**config.mk**
```make
export PLATFORM = sky130hd
export DESIGN_NAME = fpsm_power_state_machine
export DESIGN_NICKNAME = d
export VERILOG_FILES = /design/src/fpsm_pkg.sv /design/src/fpsm_counter.sv /design/src/fpsm_power_state_machine.sv
export VERILOG_INCLUDE_DIRS = /design/src
export SDC_FILE = /design/constraint.sdc
export NUM_CORES = 1
export LEC_CHECK = 0
export BUFFER_PORTS_ARGS = -buffer_cell sky130_fd_sc_hd__buf_2
export CAP_MARGIN = 20
export CORE_MARGIN = 3
export CORE_UTILIZATION = 46
export CTS_BUF_LIST = sky130_fd_sc_hd__clkbuf_8
export CTS_CLUSTER_SIZE = 10
export DETAILED_ROUTE_END_ITERATION = 16
export GPL_ROUTABILITY_DRIVEN = 0
export MAX_ROUTING_LAYER = met4
export PLACE_DENSITY = 0.67
export SLEW_MARGIN = 40
export SYNTH_ARGS = -nofsm -noshare
export SYNTH_HDL_FRONTEND = slang
export SYNTH_SLANG_ARGS = --single-unit
```
**constraint.sdc**
```tcl
create_clock -name i_clock -period 3.19 [get_ports i_clock]
set_input_delay 0.638 -clock i_clock [delete_from_list [all_inputs] [get_ports i_clock]]
set_output_delay 0.638 -clock i_clock [all_outputs]
set_load 0.02 [all_outputs]
```
**src/fpsm_defs.svh**
```systemverilog
`ifndef FPSM_DEFS_SVH
`define FPSM_DEFS_SVH

// encodings of the power_state_field (2 bits)
`define FPSM_PS_D0 2'h0
`define FPSM_PS_D1 2'h1
`define FPSM_PS_D2 2'h2
`define FPSM_PS_D3 2'h3

// recovery times and clock rate
`define FPSM_CLK_MHZ 250
`define FPSM_D2_REC_US 200
`define FPSM_D3_REC_MS 10
`define FPSM_D2_REC_CYC (`FPSM_D2_REC_US * `FPSM_CLK_MHZ)
`define FPSM_D3_REC_CYC (`FPSM_D3_REC_MS * 1000 * `FPSM_CLK_MHZ)

// soft reset length in cycles
`define FPSM_SOFT_RST_CYC 16

`endif

```
**src/fpsm_pkg.sv**
```systemverilog
package fpsm_pkg;
  typedef enum logic [2:0] {
    FPSM_D0_UNINIT,
    FPSM_D0_ACTIVE,
    FPSM_D1,
    FPSM_D2,
    FPSM_D3_HOT,
    FPSM_D3_COLD,
    FPSM_OFF
  } fpsm_state_t;

  typedef struct packed {
    logic valid;
    logic [1:0] state;
  } fpsm_ps_wr_t;

  typedef struct packed {
    logic mem_en;
    logic io_en;
    logic master_en;
  } fpsm_enables_t;
endpackage

```
**src/fpsm_counter.sv**
```systemverilog
`timescale 1ns/1ns
module fpsm_counter #(
  parameter int WIDTH = 24
) (
  input wire logic i_clock,
  input wire logic i_sys_rst,
  input wire logic i_load,
  input wire logic [WIDTH-1:0] i_value,
  output logic o_busy
);
  logic [WIDTH-1:0] count_q;
  logic [WIDTH-1:0] count_d;
  logic busy_q;
  logic busy_d;

  assign count_d = i_load ? i_value :
                   (count_q != '0) ? count_q - 1'b1 : count_q;
  assign busy_d = i_load ? (i_value != '0) : (count_q > 1);
  assign o_busy = busy_q;

  always_ff @(posedge i_clock) begin
    if (i_sys_rst) begin
      count_q <= '0;
      busy_q <= 1'b0;
    end else begin
      count_q <= count_d;
      busy_q <= busy_d;
    end
  end
endmodule

```
**src/fpsm_power_state_machine.sv**
```systemverilog
`timescale 1ns/1ns
`include "fpsm_defs.svh"

// Functional notes
// - state moves on a software write to the power state field, a bus reset, power loss, an enable or soft reset end; hardware reset forces D0 uninitialized.
// - allowed software moves are D0u to D3, D0a to D1/D2/D3, D1 to D0/D2/D3, D2 to D0/D3, D3hot to D0u, none from D3cold.
// - a bus segment reset returns any state to D0 uninitialized; power removal takes any state to Off, save D3hot/D3cold, which go to D3cold while aux power stays.
// - restore time to D0 active counts from a control/status write or from a bus segment reset.
// - during D3hot to D0 the bus drivers behave as after the card reset.
// - D0 uninitialized becomes D0 active once memory, I/O or bus master enable is set.
// - a write from D3hot to D0 runs an internal soft reset keeping only wake-event context, ending in D0 uninitialized.
module fpsm_power_state_machine #(
  parameter int D2_REC_CYC = `FPSM_D2_REC_CYC,
  parameter int D3_REC_CYC = `FPSM_D3_REC_CYC,
  parameter int SOFT_RST_CYC = `FPSM_SOFT_RST_CYC
) (
  input wire logic i_clock,
  input wire logic i_sys_rst,
  input wire logic i_bus_rst,
  input wire logic i_main_pwr,
  input wire logic i_aux_pwr,
  input wire fpsm_pkg::fpsm_ps_wr_t i_ps_wr,
  input wire fpsm_pkg::fpsm_enables_t i_enables,
  input wire logic i_wake_event_enable,
  input wire logic i_wake_event,
  output fpsm_pkg::fpsm_state_t o_state,
  output logic [1:0] o_power_state_field,
  output logic o_drivers_off,
  output logic o_soft_rst,
  output logic o_recovering,
  output logic o_restoring,
  output logic o_wake_event_enable,
  output logic o_wake_status
);
  import fpsm_pkg::*;

  localparam int CW = 24;

  fpsm_state_t state_q;
  fpsm_state_t state_d;
  logic [1:0] field_q;
  logic [1:0] field_d;
  logic soft_q;
  logic soft_d;
  logic drv_off_q;
  logic restoring_q;
  logic restoring_d;
  logic wake_en_q;
  logic wake_en_d;
  logic wake_st_q;
  logic wake_st_d;
  logic [CW-1:0] soft_cnt_q;
  logic [CW-1:0] soft_cnt_d;
  logic rec_busy;
  logic rec_load;
  logic [CW-1:0] rec_value;

  // decode of the requested move
  wire [1:0] req = i_ps_wr.state;
  wire wr = i_ps_wr.valid && i_main_pwr && !soft_q;
  wire any_en = i_enables.mem_en | i_enables.io_en | i_enables.master_en;
  wire req_d0 = (req == `FPSM_PS_D0);
  wire req_d1 = (req == `FPSM_PS_D1);
  wire req_d2 = (req == `FPSM_PS_D2);
  wire req_d3 = (req == `FPSM_PS_D3);
  wire ok_d0u = req_d3;
  wire ok_d0a = req_d1 | req_d2 | req_d3;
  wire ok_d1 = req_d0 | req_d2 | req_d3;
  wire ok_d2 = req_d0 | req_d3;
  wire ok_d3h = req_d0;
  wire legal = wr && (
    (state_q == FPSM_D0_UNINIT && ok_d0u) ||
    (state_q == FPSM_D0_ACTIVE && ok_d0a) ||
    (state_q == FPSM_D1 && ok_d1) ||
    (state_q == FPSM_D2 && ok_d2) ||
    (state_q == FPSM_D3_HOT && ok_d3h));
  // only the D2 to D0 move earns the long window, D2 to D3 does not
  wire from_d2_d0 = legal && req_d0 && state_q == FPSM_D2;
  wire from_d3_d0 = legal && state_q == FPSM_D3_HOT;
  wire soft_done = soft_q && (soft_cnt_q == '0);

  // recovery window after each accepted write, 10 ms / 200 us for wakeups
  assign rec_load = legal;
  assign rec_value = from_d3_d0 ? CW'(D3_REC_CYC) :
                     from_d2_d0 ? CW'(D2_REC_CYC) : CW'(1);

  fpsm_counter #(.WIDTH(CW)) u_rec (
    .i_clock(i_clock),
    .i_sys_rst(i_sys_rst | i_bus_rst),
    .i_load(rec_load),
    .i_value(rec_value),
    .o_busy(rec_busy)
  );

  // next state: power loss beats bus reset beats software
  always_comb begin
    state_d = state_q;
    if (!i_main_pwr) begin
      if (state_q == FPSM_D3_HOT || state_q == FPSM_D3_COLD)
        state_d = i_aux_pwr ? FPSM_D3_COLD : FPSM_OFF;
      else
        state_d = FPSM_OFF;
    end else if (i_bus_rst) begin
      state_d = FPSM_D0_UNINIT;
    end else if (soft_q) begin
      if (soft_done)
        state_d = FPSM_D0_UNINIT;
    end else if (state_q == FPSM_OFF || state_q == FPSM_D3_COLD) begin
      // power back without a bus reset: wait for the reset
      state_d = state_q;
    end else if (legal) begin
      case (state_q)
        FPSM_D0_UNINIT: state_d = FPSM_D3_HOT;
        FPSM_D3_HOT: state_d = FPSM_D3_HOT; // held by soft reset
        default: begin
          case (req)
            `FPSM_PS_D0: state_d = FPSM_D0_ACTIVE;
            `FPSM_PS_D1: state_d = FPSM_D1;
            `FPSM_PS_D2: state_d = FPSM_D2;
            default: state_d = FPSM_D3_HOT;
          endcase
        end
      endcase
    end else if (state_q == FPSM_D0_UNINIT && any_en) begin
      state_d = FPSM_D0_ACTIVE;
    end
  end

  assign field_d = (!i_main_pwr || i_bus_rst) ? `FPSM_PS_D0 :
                   legal ? req : field_q;

  assign soft_d = (!i_main_pwr || i_bus_rst) ? 1'b0 :
                  from_d3_d0 ? 1'b1 : (soft_done ? 1'b0 : soft_q);
  assign soft_cnt_d = from_d3_d0 ? CW'(SOFT_RST_CYC - 1) :
                      (soft_cnt_q != '0) ? soft_cnt_q - 1'b1 : soft_cnt_q;

  // restore window opens on a write or bus reset, ends at D0 active
  assign restoring_d = (i_bus_rst || legal) ? 1'b1 :
                       (state_d == FPSM_D0_ACTIVE || !i_main_pwr) ? 1'b0 :
                       restoring_q;

  // wake context survives soft reset and aux-powered D3cold
  assign wake_en_d = (i_bus_rst && state_q != FPSM_D3_COLD) ? 1'b0 :
                     i_wake_event_enable;
  // set wins over clear
  assign wake_st_d = (wake_en_q && i_wake_event) ? 1'b1 :
                     (i_bus_rst && state_q != FPSM_D3_COLD) ? 1'b0 :
                     wake_st_q;

  assign o_state = state_q;
  assign o_power_state_field = field_q;
  assign o_drivers_off = drv_off_q;
  assign o_soft_rst = soft_q;
  assign o_recovering = rec_busy;
  assign o_restoring = restoring_q;
  assign o_wake_event_enable = wake_en_q;
  assign o_wake_status = wake_st_q;

  always_ff @(posedge i_clock) begin
    if (i_sys_rst) begin
      state_q <= FPSM_D0_UNINIT;
      field_q <= `FPSM_PS_D0;
      soft_q <= 1'b0;
      soft_cnt_q <= '0;
      drv_off_q <= 1'b1;
      restoring_q <= 1'b1;
      wake_en_q <= 1'b0;
      wake_st_q <= 1'b0;
    end else begin
      state_q <= state_d;
      field_q <= field_d;
      soft_q <= soft_d;
      soft_cnt_q <= soft_cnt_d;
      // drivers off as under card reset
      drv_off_q <= soft_d || i_bus_rst || !i_main_pwr ||
                   state_d == FPSM_OFF || state_d == FPSM_D3_COLD;
      restoring_q <= restoring_d;
      wake_en_q <= wake_en_d;
      wake_st_q <= wake_st_d;
    end
  end
endmodule

```
* Word-level counts from Yosys, hierarchy flattened
Index checks and enable logic that the tools add are counted.
** Word-level totals
- Logic and storage cells :: 102
- Output and inout bits :: 11
- Input bits :: 13
- Register bits after elaboration :: 59
** Cells by class
- Add/subtract/negate cells :: 2
- Multiplexer cells :: 23
- $lt $le $gt $ge :: 1
- Equality and inequality tests :: 13
- Reductions and logical operators :: 44
- Bitwise gates (word level) :: 8
** Operator list (number)
- $reduce_bool A24 Y1 :: 3
- $mux W24 :: 2
- $sub A24 B1 Y24 const B :: 2
- $gt A24 B1 Y1 const B :: 1
- $logic_not A24 Y1 :: 1
- $mux W3 :: 8
- $mux W22 :: 1
- $mux W16 :: 1
- $eq A3 B3 Y1 const B :: 5
- $logic_and A1 B1 Y1 :: 15
- $logic_or A1 B1 Y1 :: 13
- $reduce_or A2 Y1 :: 5
- $pmux W3 S3 :: 1
- $mux W4 :: 2
- $or A1 B1 Y1 :: 8
- $eq A3 B1 Y1 const B :: 2
- $eq A3 B2 Y1 const B :: 2
- $mux W1 :: 6
- $reduce_bool A2 Y1 :: 3
- $eq A2 B2 Y1 const B :: 2
- $mux W2 :: 2
- $logic_not A3 Y1 :: 1
- $ne A3 B3 Y1 const B :: 1
- $eq A2 B1 Y1 const B :: 1
- 2 further kinds :: 3

* Logic depth before layout (Yosys ltp)
Gate-level depths: netlist (run 1).
- Depth in word-level cells :: 17
- Depth in mapped cells :: 10
- Mapped depth without buffers :: 9

* Hierarchy
From an unflattened synthesis (run 1), not the netlist that was laid out.
** Unflattened totals
- Cells, all modules :: 422
- Area, all modules :: 3455.8 sq um
** Modules (own cells, without submodules)
- fpsm_power_state_machine :: area an instance 1911.8 sq um, instances 1, cells each 223
- fpsm_counter :: area an instance 1544.0 sq um, instances 1, cells each 199

* Worst setup path before layout (run 1)
No wires, ideal clock.
- Kind :: input-to-reg
- Start point :: in i_ps_wr[0] (netlist bit)
- End point :: reg restoring_q, in the netlist o_restoring
- Arrival :: 2.488 ns
- Required time :: 3.074 ns
- Buffers on the path :: 0
- Setup time :: 0.116 ns
- Path slack :: 0.586 ns
- Cell stages on the path :: 8
- Cells stage by stage :: inv_1 -> ha_1 -> nor4bb_1 -> nor3_1 -> a21oi_2 -> o311ai_1 -> or3b_1 -> a31o_1
** On the way
- Longest elaborated chain between the ends :: 16
** Ends and longest elaborated chain
- start, declared :: RTL line fpsm_power_state_machine.sv:22 : input wire fpsm_pkg::fpsm_ps_wr_t i_ps_wr,
- $eq A2 B1 Y1 or $eq A2 B2 Y1 (tied branches) :: RTL line fpsm_power_state_machine.sv:116 : case (req)
- $or A1 B1 Y1 (2 in a row) :: RTL line fpsm_power_state_machine.sv:67 : wire ok_d0a = req_d1 | req_d2 | req_d3;
- $logic_and A1 B1 Y1 :: RTL line fpsm_power_state_machine.sv:73 : (state_q == FPSM_D0_ACTIVE && ok_d0a) ||
- $logic_or A1 B1 Y1 :: RTL line fpsm_power_state_machine.sv:72 : (state_q == FPSM_D0_UNINIT && ok_d0u) ||
- $logic_or A1 B1 Y1 :: RTL line fpsm_power_state_machine.sv:73
- $logic_or A1 B1 Y1 :: RTL line fpsm_power_state_machine.sv:74 : (state_q == FPSM_D1 && ok_d1) ||
- $logic_or A1 B1 Y1 :: RTL line fpsm_power_state_machine.sv:75 : (state_q == FPSM_D2 && ok_d2) ||
- $logic_and A1 B1 Y1 :: RTL line fpsm_power_state_machine.sv:71 : wire legal = wr && (
- $mux W3 :: RTL line fpsm_power_state_machine.sv:111 : end else if (legal) begin
- $mux W3 :: RTL line fpsm_power_state_machine.sv:108 : end else if (state_q == FPSM_OFF || state_q == FPSM_D3_COLD) begin
- $mux W3 :: RTL line fpsm_power_state_machine.sv:105 : end else if (soft_q) begin
- $mux W3 :: RTL line fpsm_power_state_machine.sv:103 : end else if (i_bus_rst) begin
- $mux W3 :: RTL line fpsm_power_state_machine.sv:98 : if (!i_main_pwr) begin
- $eq A3 B1 Y1 :: RTL line fpsm_power_state_machine.sv:139 : (state_d == FPSM_D0_ACTIVE || !i_main_pwr) ? 1'b0 :
- $logic_or A1 B1 Y1 :: RTL line fpsm_power_state_machine.sv:139
- end signal, assigned :: RTL line fpsm_power_state_machine.sv:177 : restoring_q <= restoring_d;
- end, declared :: RTL line fpsm_power_state_machine.sv:46 : logic restoring_q;
Several ways; a longest one is shown, not always the timed one.
A chain may end at the register's enable or synchronous reset.

* Worst setup path after layout (run 1)
- Start point :: in i_ps_wr[0] (netlist bit)
- End point :: reg u_rec.count_q[13]
** On the way
- Longest elaborated chain between the ends :: 12
** Ends and longest elaborated chain
- $eq A2 B1 Y1 or $eq A2 B2 Y1 (tied branches)
- $or A1 B1 Y1 (2 in a row) :: RTL line fpsm_power_state_machine.sv:67
- $logic_and A1 B1 Y1 :: RTL line fpsm_power_state_machine.sv:73
- $logic_or A1 B1 Y1 :: RTL line fpsm_power_state_machine.sv:72
- $logic_or A1 B1 Y1 :: RTL line fpsm_power_state_machine.sv:73
- $logic_or A1 B1 Y1 :: RTL line fpsm_power_state_machine.sv:74
- $logic_or A1 B1 Y1 * :: RTL line fpsm_power_state_machine.sv:75
- $logic_and A1 B1 Y1 * :: RTL line fpsm_power_state_machine.sv:71
- $logic_and A1 B1 Y1 :: RTL line fpsm_power_state_machine.sv:79 : wire from_d3_d0 = legal && state_q == FPSM_D3_HOT;
- $mux W22 :: RTL line fpsm_power_state_machine.sv:84 : assign rec_value = from_d3_d0 ? CW'(D3_REC_CYC) :
- $mux W24 :: RTL line fpsm_counter.sv:16 : assign count_d = i_load ? i_value :
- end signal, assigned :: RTL line fpsm_counter.sv:26 : count_q <= count_d;
- end, declared :: RTL line fpsm_counter.sv:11 : logic [WIDTH-1:0] count_q;
Every way passes the cells marked *; elsewhere a longest branch is shown, timed or not.

==> results of run 1 <==
==> layout make-up <==
class / instances / area (um2) / area share
clock inverters: 6 / 103.9 / 0.03039
multi-input cells: 274 / 1722 / 0.5038
flip-flops and latches: 59 / 1181 / 0.3457
inverters: 9 / 33.78 / 0.009886
clock buffers: 10 / 137.6 / 0.04028
well taps: 75 / 93.84 / 0.02746
repair buffers: 27 / 145.1 / 0.04248
==> critical path, stage by stage <==
cell	delay [ps]
buf_2	110
inv_1	60
ha_1	330
nor4bb_1	320
nor3_1	170
or4b_1	680
buf_4	230
a2111oi_0	320
==> kinds of logic after synthesis <==
logic type | share of synthesized area
AO/OA/AOI/OAI | 0.1472
XOR/XNOR | 0.09072
adder cells (fa/ha/maj) | 0.03345
buffers and inverters | 0.03010
flip-flops | 0.3946
multiplexers | 0.007107
AND/OR/NAND/NOR | 0.2968
==> per-layer routing <==
metal | part of all wire | track usage | vias up | wire [um]
met4 | 0.014 | 0.06374 | 0 | 85
met3 | 0.042 | 0.05989 | 7 | 264
li1 | - | - | 1314 | -
met2 | 0.47 | 0.3004 | 46 | 2961
met5 | 0 | - | - | 0
met1 | 0.47 | 0.2323 | 1182 | 2937
==> flip-flops by register name, indices dropped and copies added (netlist names), 2 cells and up <==
signal	count
o_power_state_field	2
o_state	3
soft_cnt_q	24
u_rec.count_q	24
==> stage by stage <==
step           area [um2]  setup WS [ps]  total power [W]
3_5_place_dp         3176          241.6         0.003553
6_report             3417          551.2         0.004384
3_3_place_gp         3176          367.7         0.003518
2_1_floorplan        2993          586.3         0.003186
5_1_grt              3417          402.2         0.004822
4_1_cts              3417          576.5         0.004419
==> power groups by stage <==
| stage | sequential [W] | combinational [W] | clock (W) |
|---|---|---|---|
| global route | 0.00127 | 0.00266 | 0.000893 |
| finish | 0.00123 | 0.00233 | 0.000827 |
| floorplan | 0.00120 | 0.00198 | 0 |
| global placement | 0.00123 | 0.00229 | 0 |
| CTS | 0.00123 | 0.00233 | 0.000853 |
| detailed placement | 0.00124 | 0.00231 | 0 |
==> cells in the final DEF (no fill, tap or decap), types with 6 or more instances in the layout <==
cell,instances
or3_1,8
xnor2_1,18
nor2_1,47
nor4_1,8
ha_1,8
xor2_1,13
inv_1,10
buf_2,23
o21ai_0,12
a31oi_1,6
clkbuf_8,10
dfxtp_1,59
nor3_1,18
nand3_1,6
a21oi_1,32
nand2_1,30
==> worst max path at each step <==
stage                              endpoint  slack, ps  depth (start not counted)          start
after floorplan                 o_restoring        590                          8     i_ps_wr[0]
after global placement    u_rec.count_q[13]        370                          8     i_ps_wr[0]
after detailed placement  u_rec.count_q[13]        240                          8     i_ps_wr[0]
after CTS                       o_restoring        580                          8  soft_cnt_q[0]
after global routing      u_rec.count_q[14]        400                         10     i_ps_wr[0]
final                     u_rec.count_q[13]        550                          8     i_ps_wr[0]
==> results.py, run 1 <==
metrics = {
    "run_status": {
        "run_status": "completed",
    },
    "clock_tree": {
        "cts_resized": 0,
        "htreeDepth": 3,
        "hold_buffers": 0,
        "insertion_delay_ps": 340,
        "clk_path_buf_depth": 2,
        "clkTransAtPathRegs_ps": 60,
        "cts_tree": "built",
        "cts_buffers": 9,
        "cts_sinks": 59,
        "cts_setup_buffers": 0,
        "root_buffer": "clkbuf_8",
    },
    "floorplan": {
        "coreArea_um2": 6096,
        "initial_utilization": 0.4910,
        "ios": 24,
        "placementRows": 28,
        "die-area_um2": 7510,
        "die_w_um": 86.66,
        "fp.dieH_um": 86.66,
    },
    "finish": {
        "nFillCells": 583,
        "nets": 401,
        "drive_gt1_frac": 0.1636,
        "area_growth_pct": 14.17,
        "fin_util": 0.5606,
        "antenna_cells": 0,
        "stdcell_count": 460,
    },
    "global_routing": {
        "overflow": 0,
        "antenna_found_initial": 0,
        "grt_pass1_wl_um": 11120,
        "first_global_vias": 2464,
        "grt_usage": 0.1910,
        "grt_max_degree": 21,
    },
    "critical_path": {
        "cp-end-kind": "register",
        "cp.required_ps": 3410,
        "cp-start-kind": "input pin",
        "rr_startpoint": "soft_cnt_q[0]",
        "setup.worst_path.class": "input pin to register",
        "reg2reg_to": "o_restoring",
        "critPathMaxFanout": 8,
        "r2r_setup_slack_ps": 570,
        "cp.arrival_ps": 2860,
        "r2r_cells": 8,
    },
    "min_path": {
        "min_from": "o_power_state_field[0]",
        "holdPathStages": 2,
        "whs_endpoint": "o_power_state_field[0]",
        "hp-class": "register to register",
    },
    "power": {
        "ir_worst_vdd_mv": 0.6328,
        "clkPwrFrac": 0.189,
        "pwr-share-seq": 0.281,
        "power_density_nw_per_um2": 1283,
        "intPower_w": 0.002546,
        "leakage_nw": 1.440,
        "netSwitchingFraction": 0.4193,
        "p_switching_w": 0.001838,
        "comb_power_share": 0.531,
    },
    "sta": {
        "finalMaxSlewViolations": 0,
        "setup_viol": 0,
        "report.final.hold_viol_count": 0,
        "fin_skew_ps": 9.278,
        "fin_crit_sh": 0.8272,
        "maxSlewHeadroom": 0.5911,
        "max_freq_mhz": 379.0,
        "fin_crit_ps": 2639,
        "rsz0062_at_grt": "false",
        "tightest_slew_ps": 607.7,
        "setup_tns_ps": 0,
        "hold_slack_ps": 462.4,
    },
    "route": {
        "first_pass_iters": 4,
        "viasPerCell": 5.541,
        "drc": 0,
        "ant_nets": 0,
        "wl_per_cell_um": 13.58,
        "first_iter_violations": 108,
        "vias": 2549,
        "wl_um": 6248,
    },
    "yosys": {
        "syn-instance-count": 354,
        "synth.area.top_cells": "dfxtp_1 (39%), nor2_1 (5.9%), a21oi_1 (5.4%)",
        "synth.most_common_cell": "dfxtp_1",
        "synth.net_count": 375,
        "synth_ff_type": "dfxtp_1",
        "ys_warn_count": 0,
        "ys_async_sr_fraction": 0,
        "synth-edff-count": 0,
        "ys_top_cells_by_count": "dfxtp_1 (59), nor2_1 (47), a21oi_1 (32)",
        "ys_types": 56,
        "synth_area_um2": 2993,
        "synth_top_area_share": 0.3946,
        "ys_ff_latch": 59,
        "yosys.area.top_type": "dfxtp_1",
        "synth-seq-area-share": 0.3946,
        "synth_area_per_cell_um2": 8.454,
    },
    "place": {
        "portBuffers": 23,
        "dp_hpwl_um": 4347,
        "dp_cells": 444,
    },
    "job": {
        "cap_violations": 0,
    },
}
No activity file was read; power rests on OpenSTA's default activity.
==> run 2: changes to the inputs <==
==> constraint.sdc (replaced) <==
create_clock -name i_clock -period 2.5 [get_ports i_clock]
set_input_delay 0.5 -clock i_clock [delete_from_list [all_inputs] [get_ports i_clock]]
set_output_delay 0.5 -clock i_clock [all_outputs]
set_load 0.02 [all_outputs]
==> run 2 against run 1 <==
  * Clock power fell by 2%
  * Worst hold slack got worse by 66 ps
  * Worst setup slack got worse by 440 ps
  * Largest power group unchanged
  * Combinational power rose by 50%
  * Power rose by 34%
  * First-iteration DRC count rose by 24%
  * Count of clock-buffer cells in the layout rose by 1
  * Global-route usage rose by 0.73 points
  * Critical path type is now register to register
  * Critical path depth did not move
==> results.py, run 2 (synthesis gave the netlist of run 1 again) <==
metrics = {
    "run_status": {
        "run_status": "completed",
    },
    "finish": {
        "nFillCells": 542,
        "final_cell_mix": "dfxtp_1 (58), nor2_1 (47), buf_4 (35)",
        "nets": 434,
        "antenna_cells": 0,
        "drive_gt1_frac": 0.2512,
        "final_common_cell": "dfxtp_1",
        "area_growth_pct": 22.66,
        "stdcell_count": 493,
        "final_area_um2": 3671,
    },
    "sta": {
        "tightest_slew_ps": 432.3,
        "maxSlewHeadroom": 0.7096,
        "report.final.hold_viol_count": 0,
        "fin_crit_ps": 2384,
        "finalMaxSlewViolations": 0,
        "max_freq_mhz": 419.4,
        "setup_tns_ps": 0,
        "setup_viol": 0,
        "fin_skew_ps": 11.24,
        "fin_crit_sh": 0.9538,
    },
    "critical_path": {
        "critPathMaxFanout": 3,
        "cp.arrival_ps": 2620,
        "critPathMaxStageDelay_ps": 470,
        "slowest_stage": "or4b_4",
        "crit_chain": "inv_1 -> ha_1 -> or4b_4 -> nor4_4 -> a41o_1 -> o311ai_2 -> or3b_1 -> a31o_1",
        "cp-end-kind": "register",
        "setup.worst_path.class": "register to register",
        "cp.required_ps": 2740,
        "cp-start-kind": "register",
    },
    "global_routing": {
        "busiest_layer": "met2",
        "grt_pass1_wl_um": 11620,
        "first_global_vias": 2562,
        "overflow": 0,
        "grt_util_met1": 0.2479,
        "grt_usage": 0.1983,
        "grt_max_degree": 21,
        "met2_usage": 0.3143,
        "use_met3": 0.04278,
        "antenna_found_initial": 0,
    },
    "clock_tree": {
        "cts_setup_buffers": 0,
        "clk_path_buf_depth": 2,
        "cts_buffers": 9,
        "htreeDepth": 3,
        "clkTransAtPathRegs_ps": 70,
        "root_buffer": "clkbuf_8",
        "cts_tree": "built",
        "cts_sinks": 59,
        "insertion_delay_ps": 340,
    },
    "route": {
        "first_pass_iters": 4,
        "wl_um": 6746,
        "viasPerCell": 5.446,
        "drc": 0,
        "vias": 2685,
        "wl_per_cell_um": 13.68,
        "ant_nets": 0,
        "first_iter_violations": 134,
    },
    "power": {
        "intPower_w": 0.003385,
        "leakage_nw": 1.578,
        "power_density_nw_per_um2": 1602,
        "pwr-share-seq": 0.267,
        "p_switching_w": 0.002495,
        "netSwitchingFraction": 0.4243,
        "comb_power_share": 0.595,
        "clkPwrFrac": 0.138,
        "ir_worst_vdd_mv": 0.8680,
    },
    "min_path": {
        "hp-class": "input pin to register",
    },
    "place": {
        "placed_cell_area_um2": 3448,
        "dp_cells": 477,
        "portBuffers": 23,
        "dp_hpwl_um": 4862,
    },
    "floorplan": {
        "initial_utilization": 0.4910,
        "coreArea_um2": 6096,
        "die_w_um": 86.66,
        "placementRows": 28,
        "die-area_um2": 7510,
        "fp.dieH_um": 86.66,
        "ios": 24,
    },
    "job": {
        "cap_violations": 0,
    },
}
[run 2: critical path, delay by kind of cell, from the launching register on]
kind,cells,cell delay (ps)
and+or+nand+nor,3,1130
DFF,1,320
adders and majority gates,1,150
buffers and inverters,1,70
AOI/OAI and AO/OA,3,610
[run 2: cell type report]
type / count / area, um2 / area share
clock buffer: 11 / 151.4 / 0.04124
clock inverter: 5 / 36.28 / 0.009884
inverter: 9 / 33.78 / 0.009202
multi-input combinational: 274 / 1755 / 0.4782
sequential: 59 / 1182 / 0.3221
tap: 75 / 93.84 / 0.02556
timing repair buffer: 60 / 417.9 / 0.1138
[run 2: timing repair]
item | 4_1_cts | 5_1_grt
hold buffers | 0 | 0
setup endpoints to repair | 0 | 10
endpoints found under the hold margin | 0 | 0
gates resized for setup | 0 | 10
[run 2: per-layer routing]
metal / share of wire / vias to the layer above / wire length (um)
li1: - / 1369 / -
met1: 0.47 / 1259 / 3174
met2: 0.48 / 51 / 3239
met3: 0.039 / 6 / 262
met4: 0.010 / 0 / 70
met5: 0 / - / 0
[run 2: path summary, 6_finish.rpt]
kind,start,end,slack (ps),cells after the start
max,soft_cnt_q[1],o_restoring,120,8
min,i_wake_event_enable,o_wake_event_enable,400,2
max reg2reg,soft_cnt_q[1],o_restoring,120,8
min reg2reg,o_power_state_field[0],o_power_state_field[0],460,2
[run 2: power by group through the flow]
stage	logic [W]	clock network (W)	registers (W)
2_1_floorplan	0.00253	0	0.00153
3_3_place_gp	0.00336	0	0.00156
3_5_place_dp	0.00341	0	0.00157
4_1_cts	0.00345	0.000835	0.00156
5_1_grt	0.00396	0.000877	0.00161
6_report	0.00350	0.000809	0.00157
[run 2: through the flow]
| stage | setup slack [ps] | utilization | total power, W | hold slack [ps] |
|---|---|---|---|---|
| 3_3_place_gp | -64.29 | 0.5657 | 0.004916 | 449.1 |
| 2_1_floorplan | 34.33 | - | 0.004065 | 442.8 |
| 4_1_cts | 12.62 | 0.5965 | 0.005837 | 387.1 |
| 6_report | 115.6 | 0.6022 | 0.005880 | 396.6 |
| 3_5_place_dp | -176.7 | 0.5657 | 0.004982 | 456.5 |
| 5_1_grt | -36.02 | 0.6022 | 0.006450 | 404.8 |
